## config.mk

```make
export PLATFORM = sky130hd
export DESIGN_NAME = ecc_catch_ctrl
export DESIGN_NICKNAME = d
export VERILOG_FILES = /design/src/hw/ecc_pkg.sv /design/src/hw/ecc_level_catch.sv /design/src/hw/ecc_catch_ctrl.sv
export SDC_FILE = /design/constraint.sdc
export NUM_CORES = 1
export LEC_CHECK = 0
export ABC_AREA = 1
export ABC_CLOCK_PERIOD_IN_PS = 2650
export BUFFER_PORTS_ARGS = -buffer_cell sky130_fd_sc_hd__buf_2
export CORE_ASPECT_RATIO = 0.6
export CORE_MARGIN = 3
export CORE_UTILIZATION = 36
export DETAILED_ROUTE_END_ITERATION = 8
export PLACE_DENSITY = 0.77
export SLEW_MARGIN = 0
export SYNTH_ARGS = -nofsm -noshare
export SYNTH_HDL_FRONTEND = slang
export SYNTH_HIERARCHICAL = 1
export SYNTH_SLANG_ARGS = --single-unit
```

## constraint.sdc

```tcl
create_clock -name clock -period 2.65 [get_ports clock]
set_clock_uncertainty 0.15 [all_clocks]
set_input_delay 0.795 -clock clock [delete_from_list [all_inputs] [get_ports clock]]
set_output_delay 0.795 -clock clock [all_outputs]
set_load 0.01 [all_outputs]
```

## src/hw/ecc_pkg.sv

```systemverilog
package ecc_pkg;
  // Register map of the external debug interface
  localparam logic [11:0] ECC_CTRL_OFFSET = 12'h098;
  localparam int ECC_DATA_W = 32;
  // Entry-catch field positions
  localparam int ECC_S_EL0_ENTRY_BIT = 0;
  localparam int ECC_S_EL1_ENTRY_BIT = 1;
  localparam int ECC_S_EL2_ENTRY_BIT = 2;
  localparam int ECC_EL3_ENTRY_BIT = 3;
  localparam int ECC_NS_EL0_ENTRY_BIT = 4;
  localparam int ECC_NS_EL1_ENTRY_BIT = 5;
  localparam int ECC_NS_EL2_ENTRY_BIT = 6;
  // Return-catch field positions
  localparam int ECC_S_EL1_RETURN_BIT = 9;
  localparam int ECC_S_EL2_RETURN_BIT = 10;
  localparam int ECC_EL3_RETURN_BIT = 11;
  localparam int ECC_NS_EL1_RETURN_BIT = 13;
  localparam int ECC_NS_EL2_RETURN_BIT = 14;
  localparam logic [31:0] ECC_CTRL_RESET = 32'h0000_0000;
  // Access verdict of the lock gating
  typedef enum logic [1:0] {ECC_ACC_RW, ECC_ACC_RO, ECC_ACC_ERR} ecc_access_t;
endpackage

```

## src/hw/ecc_level_catch.sv

```systemverilog
`timescale 1ns/100ps
// Per-level catch selector: entry and return bits, fine or coarse mode
module ecc_level_catch
  import ecc_pkg::*;
#(
  parameter bit FINE = 1'b1,
  parameter bit RESET_ENTRY_CATCH = 1'b1
) (
  // Control bits
  input wire logic entry_bit,
  input wire logic return_bit,
  // Events at this level
  input wire logic exc_entry,
  input wire logic reset_entry,
  input wire logic exc_return,
  // Catch event
  output logic catch_hit
);
  logic en_entry;
  logic en_return;

  always_comb begin
    if (FINE) begin
      en_entry = entry_bit;
      en_return = entry_bit ^ return_bit;
    end else begin
      en_entry = entry_bit;
      en_return = entry_bit;
    end
    catch_hit = (en_entry & exc_entry) | (en_entry & reset_entry & RESET_ENTRY_CATCH) | (en_return & exc_return);
  end
endmodule // ecc_level_catch

```

## src/hw/ecc_catch_ctrl.sv

```systemverilog
`timescale 1ns/100ps
// Functional notes
// RULE1 - Coarse NS EL2 bit enables its catch; the code adds an NS EL2 return bit at 14 in fine builds
// RULE2 - NS EL1 entry/return pair selects four cases
// RULE3 - EL3 entry/return pair selects four cases
// RULE4 - Secure EL2 pair needs both features
// RULE5 - Secure EL1 pair selects four cases
// RULE6 - Without fine catch NS EL1 coarse
// RULE7 - Without fine catch EL3 bit coarse
// RULE8 - Without fine catch Secure EL1 coarse
// RULE9 - Reset-entry catch is build-time choice
// RULE10 - Cold reset clears all catch bits
// RULE11 - EL0 entry bits read zero
// RULE12 - Register decoded at offset 0x098
// RULE13 - Software lock makes register read-only
// RULE14 - All locks clear: read and write
// RULE15 - Otherwise every access errors
// RULE16 - Return bits at 9, 10, 11, 13; the code also has an NS EL2 return bit at 14
// RULE17 - Unimplemented catch bits read zero
module ecc_catch_ctrl
  import ecc_pkg::*;
#(
  parameter bit FINE_GRAINED_CATCH_FEATURE = 1'b1,
  parameter bit SECURE_EL2_FEATURE = 1'b1,
  parameter bit HAS_EL3 = 1'b1,
  parameter bit HAS_NS_EL2 = 1'b1,
  parameter bit HAS_S_EL1 = 1'b1,
  parameter bit HAS_NS_EL1 = 1'b1,
  parameter bit RESET_ENTRY_CATCH = 1'b1
) (
  // Clock and reset
  input wire logic clock,
  input wire logic rst,
  // External debug access port
  input wire logic req,
  input wire logic wr,
  input wire logic [11:0] addr,
  input wire logic [31:0] wdata,
  output logic ack,
  output logic err,
  output logic [31:0] rdata,
  // Power and lock state
  input wire logic core_powered_state,
  input wire logic double_lock_state,
  input wire logic os_lock_state,
  input wire logic software_lock_state,
  // Exception events per level: bit index as entry-catch field
  input wire logic [6:0] exc_entry,
  input wire logic [6:0] reset_entry,
  input wire logic [6:0] exc_return,
  // Catch events
  output logic [6:0] catch_event
);
  // Secure EL2 cannot be built without Secure EL1
  if (SECURE_EL2_FEATURE && !HAS_S_EL1) begin : g_bad_cfg
    $error("Secure EL2 needs Secure EL1");
  end

  // Writable mask of implemented fields
  function automatic logic [31:0] impl_mask();
    logic [31:0] m;
    logic f;
    m = 32'h0000_0000;
    f = FINE_GRAINED_CATCH_FEATURE;
    m[ECC_NS_EL2_ENTRY_BIT] = HAS_NS_EL2; // [RULE1]
    m[ECC_NS_EL1_ENTRY_BIT] = HAS_NS_EL1; // [RULE2] [RULE6]
    m[ECC_EL3_ENTRY_BIT] = HAS_EL3; // [RULE3] [RULE7]
    m[ECC_S_EL2_ENTRY_BIT] = f & SECURE_EL2_FEATURE; // [RULE4]
    m[ECC_S_EL1_ENTRY_BIT] = HAS_S_EL1; // [RULE5] [RULE8]
    m[ECC_NS_EL2_RETURN_BIT] = f & HAS_NS_EL2;
    m[ECC_NS_EL1_RETURN_BIT] = f & HAS_NS_EL1; // [RULE16]
    m[ECC_EL3_RETURN_BIT] = f & HAS_EL3; // [RULE16]
    m[ECC_S_EL2_RETURN_BIT] = f & SECURE_EL2_FEATURE; // [RULE16]
    m[ECC_S_EL1_RETURN_BIT] = f & HAS_S_EL1; // [RULE16]
    m[ECC_NS_EL0_ENTRY_BIT] = 1'b0; // [RULE11]
    m[ECC_S_EL0_ENTRY_BIT] = 1'b0; // [RULE11]
    return m; // [RULE17]
  endfunction

  localparam logic [31:0] IMPL_MASK = impl_mask();

  logic [31:0] ctrl;
  logic [31:0] next_ctrl;
  logic next_ack;
  logic next_err;
  logic [31:0] next_rdata;
  logic hit;
  ecc_access_t access;

  always_comb begin
    hit = req && (addr == ECC_CTRL_OFFSET); // [RULE12]
    if (core_powered_state && !double_lock_state && !os_lock_state) begin
      access = software_lock_state ? ECC_ACC_RO : ECC_ACC_RW; // [RULE13] [RULE14]
    end else begin
      access = ECC_ACC_ERR; // [RULE15]
    end
    next_ctrl = ctrl;
    next_ack = 1'b0;
    next_err = 1'b0;
    next_rdata = 32'h0000_0000;
    if (req) begin
      next_ack = 1'b1;
      if (hit) begin
        case (access)
          ECC_ACC_RW: begin
            if (wr) begin
              next_ctrl = wdata & IMPL_MASK; // [RULE14] [RULE11] [RULE17]
            end else begin
              next_rdata = ctrl;
            end
          end
          ECC_ACC_RO: begin
            if (!wr) begin
              next_rdata = ctrl; // [RULE13]
            end
          end
          ECC_ACC_ERR: begin
            next_err = 1'b1; // [RULE15]
          end
          default: begin
            next_err = 1'b1;
          end
        endcase
      end
    end
  end

  always_ff @(posedge clock) begin
    if (rst) begin
      ctrl <= ECC_CTRL_RESET; // [RULE10]
      ack <= 1'b0;
      err <= 1'b0;
      rdata <= 32'h0000_0000;
    end else begin
      ctrl <= next_ctrl;
      ack <= next_ack;
      err <= next_err;
      rdata <= next_rdata;
    end
  end

  // Return bit per level index; zero where no return field exists
  logic [6:0] ret_bits;
  always_comb begin
    ret_bits = 7'h00;
    ret_bits[ECC_NS_EL2_ENTRY_BIT] = ctrl[ECC_NS_EL2_RETURN_BIT];
    ret_bits[ECC_NS_EL1_ENTRY_BIT] = ctrl[ECC_NS_EL1_RETURN_BIT];
    ret_bits[ECC_EL3_ENTRY_BIT] = ctrl[ECC_EL3_RETURN_BIT];
    ret_bits[ECC_S_EL2_ENTRY_BIT] = ctrl[ECC_S_EL2_RETURN_BIT];
    ret_bits[ECC_S_EL1_ENTRY_BIT] = ctrl[ECC_S_EL1_RETURN_BIT];
  end

  for (genvar i = 0; i < 7; i++) begin : g_lvl
    ecc_level_catch #(
      .FINE(FINE_GRAINED_CATCH_FEATURE),
      .RESET_ENTRY_CATCH(RESET_ENTRY_CATCH) // [RULE9]
    ) u_lvl (
      .entry_bit(ctrl[i]), // [RULE1] [RULE2] [RULE3] [RULE5] [RULE6] [RULE7] [RULE8]
      .return_bit(ret_bits[i]),
      .exc_entry(exc_entry[i]),
      .reset_entry(reset_entry[i]),
      .exc_return(exc_return[i]),
      .catch_hit(catch_event[i])
    );
  end
endmodule // ecc_catch_ctrl

```

# Word level (Yosys, flattened, before mapping)
# Index checks and enable logic that the tools add are counted.
# word_totals
elab_cells,53
regBits,22
output_inout_bits,41
input_bits,73
# op_classes
n_bitwise,33
muxes,4
n_reduce_logical,10
eq_ne,2
# op_table
cell,n
$and 1x1->1,15
$eq 12x8->1 const B,1
$or 1x1->1,10
$reduce_or 5->1,1
$xor 1x1->1,5
$reduce_and 4->1,1
$logic_and 1x1->1,3
$mux 1,3
$not 1->1,3
$reduce_or 3->1,1
$eq 2x1->1 const B,1
$logic_not 1->1,2
$logic_not 2->1,1
$mux 2,1
$reduce_or 2->1,1

# Depth between registers and ports, before layout
# logic_depth
word_depth,8
depth_mapped,8
ltp_nobuf,8

# Hierarchy
# The synthesis kept the hierarchy.
# by_module_without_submodules
mod,area_per_inst_um2,cells_per_inst,n_inst,seq_area_each_um2
ecc_catch_ctrl,1151.1,166,1,440.4
ecc_level_catch,28.8,7,7,0.0

# Worst setup path after synthesis
# Ideal clock, no wire load.
# synth_timing
path_type,input to output
startpoint,input exc_entry[1]
endpoint,output catch_event[1]
cell_stages,2
path_buffers,0
arrival_ns,1.032
t_required_ns,1.705
path_slack_ns,0.673
path_cell_list,o21ai_0 -> nand2_1
# synth_between
elab_chain_len,3
# synth_rtl
element,line_no,source
from (decl),ecc_catch_ctrl.sv:48,"input wire logic [6:0] exc_entry,"
$and 1x1->1,ecc_level_catch.sv:30,catch_hit = (en_entry & exc_entry) | (en_entry & reset_entry & RESET_ENTRY_CATCH) | (en_return & exc_return);
$or 1x1->1 (2 in a row),ecc_level_catch.sv:30,
to (decl),ecc_catch_ctrl.sv:52,output logic [6:0] catch_event
# Every way passes these cells.

# Final worst setup path
# layout_timing
startpoint,input exc_entry[6]
endpoint,output catch_event[6]
# The elaborated chain is that of the path after synthesis.

==> out/results.md <==
| Item | This run | Unit |
|:---|:---|:---|
| Die Width | 85.1 | um |
| Largest driver fanout on the critical path | 1 | - |
| Detail-routed via count per cell | 3.84 | - |
| Aggregate global-route resource usage | 12.5 | % |
| CP Launch Type | input pin | - |
| Nets@finish | 365 | - |
| Post-synthesis sequential area ratio | 32.6 | % |
| Capturing element type of the critical path | primary output | - |
| Status | complete, no violations | - |
| Final antenna diode count | 0 | - |
| Logic gate share of total power | 11.8 | % |
| Placer Congestion | 0.710 | - |
| Arrival time at the worst endpoint | 1.23 | ns |
| Max-slew violation total from the final report | 0 | - |
| Setup repair after global routing missed its margin | no | - |
| Crit-path most repeated cell | sky130_fd_sc_hd__buf_2 | - |
| Number of clock sinks | 22 | - |
| Slowest cell delay on critical path | 0.15 | ns |
| Data required time at the worst endpoint | 1.71 | ns |
| Wirelength, routed | 2910 | um |
| Number of warning messages in the yosys log | 6 | - |
| Syn avg cell area | 6.29 | um^2 |
| Pint | 0.570 | mW |
| Antenna violations before repair | 0 | - |
| Port buffer count | 67 | - |
| Starting Density | 39.5 | % |
| Sequential fraction of design power | 45.6 | % |
| Router iterations before antenna repair | 6 | - |
| Setup Crit Path Kind | input pin to primary output | - |
| Final period utilization | 82.1 | % |
| Share of the synthesized area in the top cell type | 32.6 | % |
| Buffers from clock root to sink, at most | 2 | - |
| Post-cts sizing count | 0 | - |
| Pin count of the biggest net entering global routing | 14 | - |
| TritonCTS clock tree | done | - |
| Kind of path behind the tightest hold check | flip-flop to flip-flop | - |
| Distinct cells, synth | 20 | - |
| Area growth from synthesis to layout | 28.6 | % |
| Worst-Skew Late Latency | 0.26 | ns |
| Power per cell area | 417 | nW/um^2 |
| Achievable Freq | 0.460 | GHz |
| I/O Pins | 114 | - |
| Net load switching power | 0.156 | mW |
| Post-DR wirelength/cell | 8.65 | um |
| Delay-heaviest family, CP | buffers and inverters | - |
| Maximum level of the CTS H-tree | 1 | - |
| Final number of setup-violating endpoints | 0 | - |
| Number of inserted filler cells in the final layout | 359 | - |
| Highest metal layer used by the detailed router | met4 | - |
| First-pass GRT wire length | 4420 | um |
| Summed negative setup slack over all endpoints | 0 | ns |
| Cell types with the largest area share after synthesis | sky130_fd_sc_hd__dfxtp_1 (33%), sky130_fd_sc_hd__inv_1 (13%), sky130_fd_sc_hd__buf_4 (13%), sky130_fd_sc_hd__nand2_1 (13%), sky130_fd_sc_hd__nor2_1 (8.6%) | - |
| Vertical die dimension | 53.5 | um |
| Portion of total power attributed to the clock network | 42.6 | % |
| Cells along the critical path | buf_2 > o21ai_0 > nand2_1 > buf_2 | - |
| Count of standard-cell rows | 16 | - |
| Routed length on met3 | 225 | um |
| Critical path buffer and inverter count | 2 | - |
| Global-route congestion overflow total | 0 | - |
| DRC violation count after routing | 0 | - |
| Largest area contributor in the synthesized netlist | sky130_fd_sc_hd__dfxtp_1 | - |
| Antenna Nets Post-Route | 0 | - |
| Iteration-0 DRC count of the detailed router | 22 | - |
| Clock-pin slew of the registers on the worst-case setup and hold paths | 0.08 | ns |
| Hold violation total from the final report | 0 | - |
| Sw Ratio | 21.5 | % |
| Count of vias placed by the detailed router | 1290 | - |
| Slowest library cell on the worst path | sky130_fd_sc_hd__o21ai_0 | - |
| Via count of the first global-routing pass | 1012 | - |
| CTS Root Buffer Type | sky130_fd_sc_hd__clkbuf_8 | - |
| Total Die Area | 4550 | um^2 |
| Total core area | 3420 | um^2 |
| Fraction of final layout cells sized beyond drive strength 1 | 28.9 | % |
| Hold buffer count at cts | 0 | - |
| Synthesis-stage register bit count | 22 | - |
| Power, Total | 0.725 | mW |
| Total standard cell area after synthesis | 1350 | um^2 |
| IR Drop Worst-Case VDD | 0.217 | mV |
| Length of routed wiring on met1 | 1260 | um |
| Max Cap Violations | 0 | - |
| Number of standard cells after synthesis | 215 | - |
| DP Wirelength | 2400 | um |
| Post-CTS setup buffer count | 0 | - |
| Met2 WL | 1410 | um |
| Crit path time final | 2.18 | ns |
| Number of buffers inserted during clock tree synthesis | 3 | - |
| Leakage Power | 1.03 | nW |
placed cells by master (no fill, tap or decap), drive strengths merged:
master and n:
nand4 10, buf 67, and3 1, nand2 46, nor2 34, or2 1, o21ai 7, nor3 1
inv 54, nand3 12, bufinv 1, dfxtp 22, conb 32, clkbuf 3
final cells by class:
cell class | count | area, um^2 | area share, %
clock inverter | 1 | 30.0 | 1.73
sequential | 22 | 440 | 25.3
multi-input combinational | 144 | 633 | 36.4
timing repair buffer | 67 | 335 | 19.3
clock buffer | 3 | 41.3 | 2.37
tap | 45 | 56.3 | 3.24
inverter | 54 | 203 | 11.7
state kept, by name, summed over array words and instances, names as in the netlist:
name / flops
rdata: 10
err: 1
ack: 1
ctrl: 10
cell families (layout without fill, tap and decap cells):
family                 after synthesis  after routing  synth area share [%]
AO/OA/AOI/OAI                        7              7                  2.59
buffers and inverters               80            125                  29.2
AND/OR/NAND/NOR                    105            105                  35.3
flip-flops                          22             22                  32.6
other                                1             32                 0.277
stage by stage:
stage	area [um^2]	utilization, %	instances	hold slack (ns)	setup slack (ns)
6_report	1740	50.8	336	0.335	0.475
5_1_grt	1740	50.8	336	0.366	0.403
4_1_cts	1740	50.8	336	0.342	0.469
3_5_place_dp	1670	48.7	332	0.328	0.469
3_3_place_gp	1670	48.7	332	0.320	0.476
2_1_floorplan	1470	-	246	0.303	0.673
worst reg2reg max path: cells and delay by family, from the launching register on:
kind,cells,cell delay [ns]
and+or+nand+nor,2,0.16
buffers and inverters,2,0.11
DFF,1,0.37
Yosys cell counts, drive strengths merged:
master,instances
inv,54
buf,26
o21ai,7
and3,1
nor3,1
nand3,12
nand4,10
nand2,46
or2,1
dfxtp,22
conb,1
nor2,34
metal layers:
| layer | global-route usage, % | up-vias |
|---|---|---|
| met2 | 22.4 | 34 |
| met1 | 14.5 | 524 |
| met5 | 0 | - |
| met4 | 2.37 | 0 |
| met3 | 4.82 | 3 |
| li1 | - | 729 |
power groups by stage:
stage / combinational (mW) / sequential (mW) / clock, mW
2_1_floorplan: 0.0678 / 0.339 / 0
3_3_place_gp: 0.0829 / 0.339 / 0
3_5_place_dp: 0.0838 / 0.339 / 0
4_1_cts: 0.0841 / 0.331 / 0.318
5_1_grt: 0.0982 / 0.331 / 0.330
6_report: 0.0856 / 0.331 / 0.309
final timing paths:
check / start / to / slack [ns] / depth (start not counted)
setup reg to reg: ctrl[2] / ctrl[2] / 1.79 / 4
hold / removal: ctrl[3] / rdata[3] / 0.33 / 2
hold reg to reg: ctrl[3] / rdata[3] / 0.33 / 2
setup / recovery: exc_entry[6] / catch_event[6] / 0.47 / 4
No activity file was read; power rests on OpenSTA's default activity.
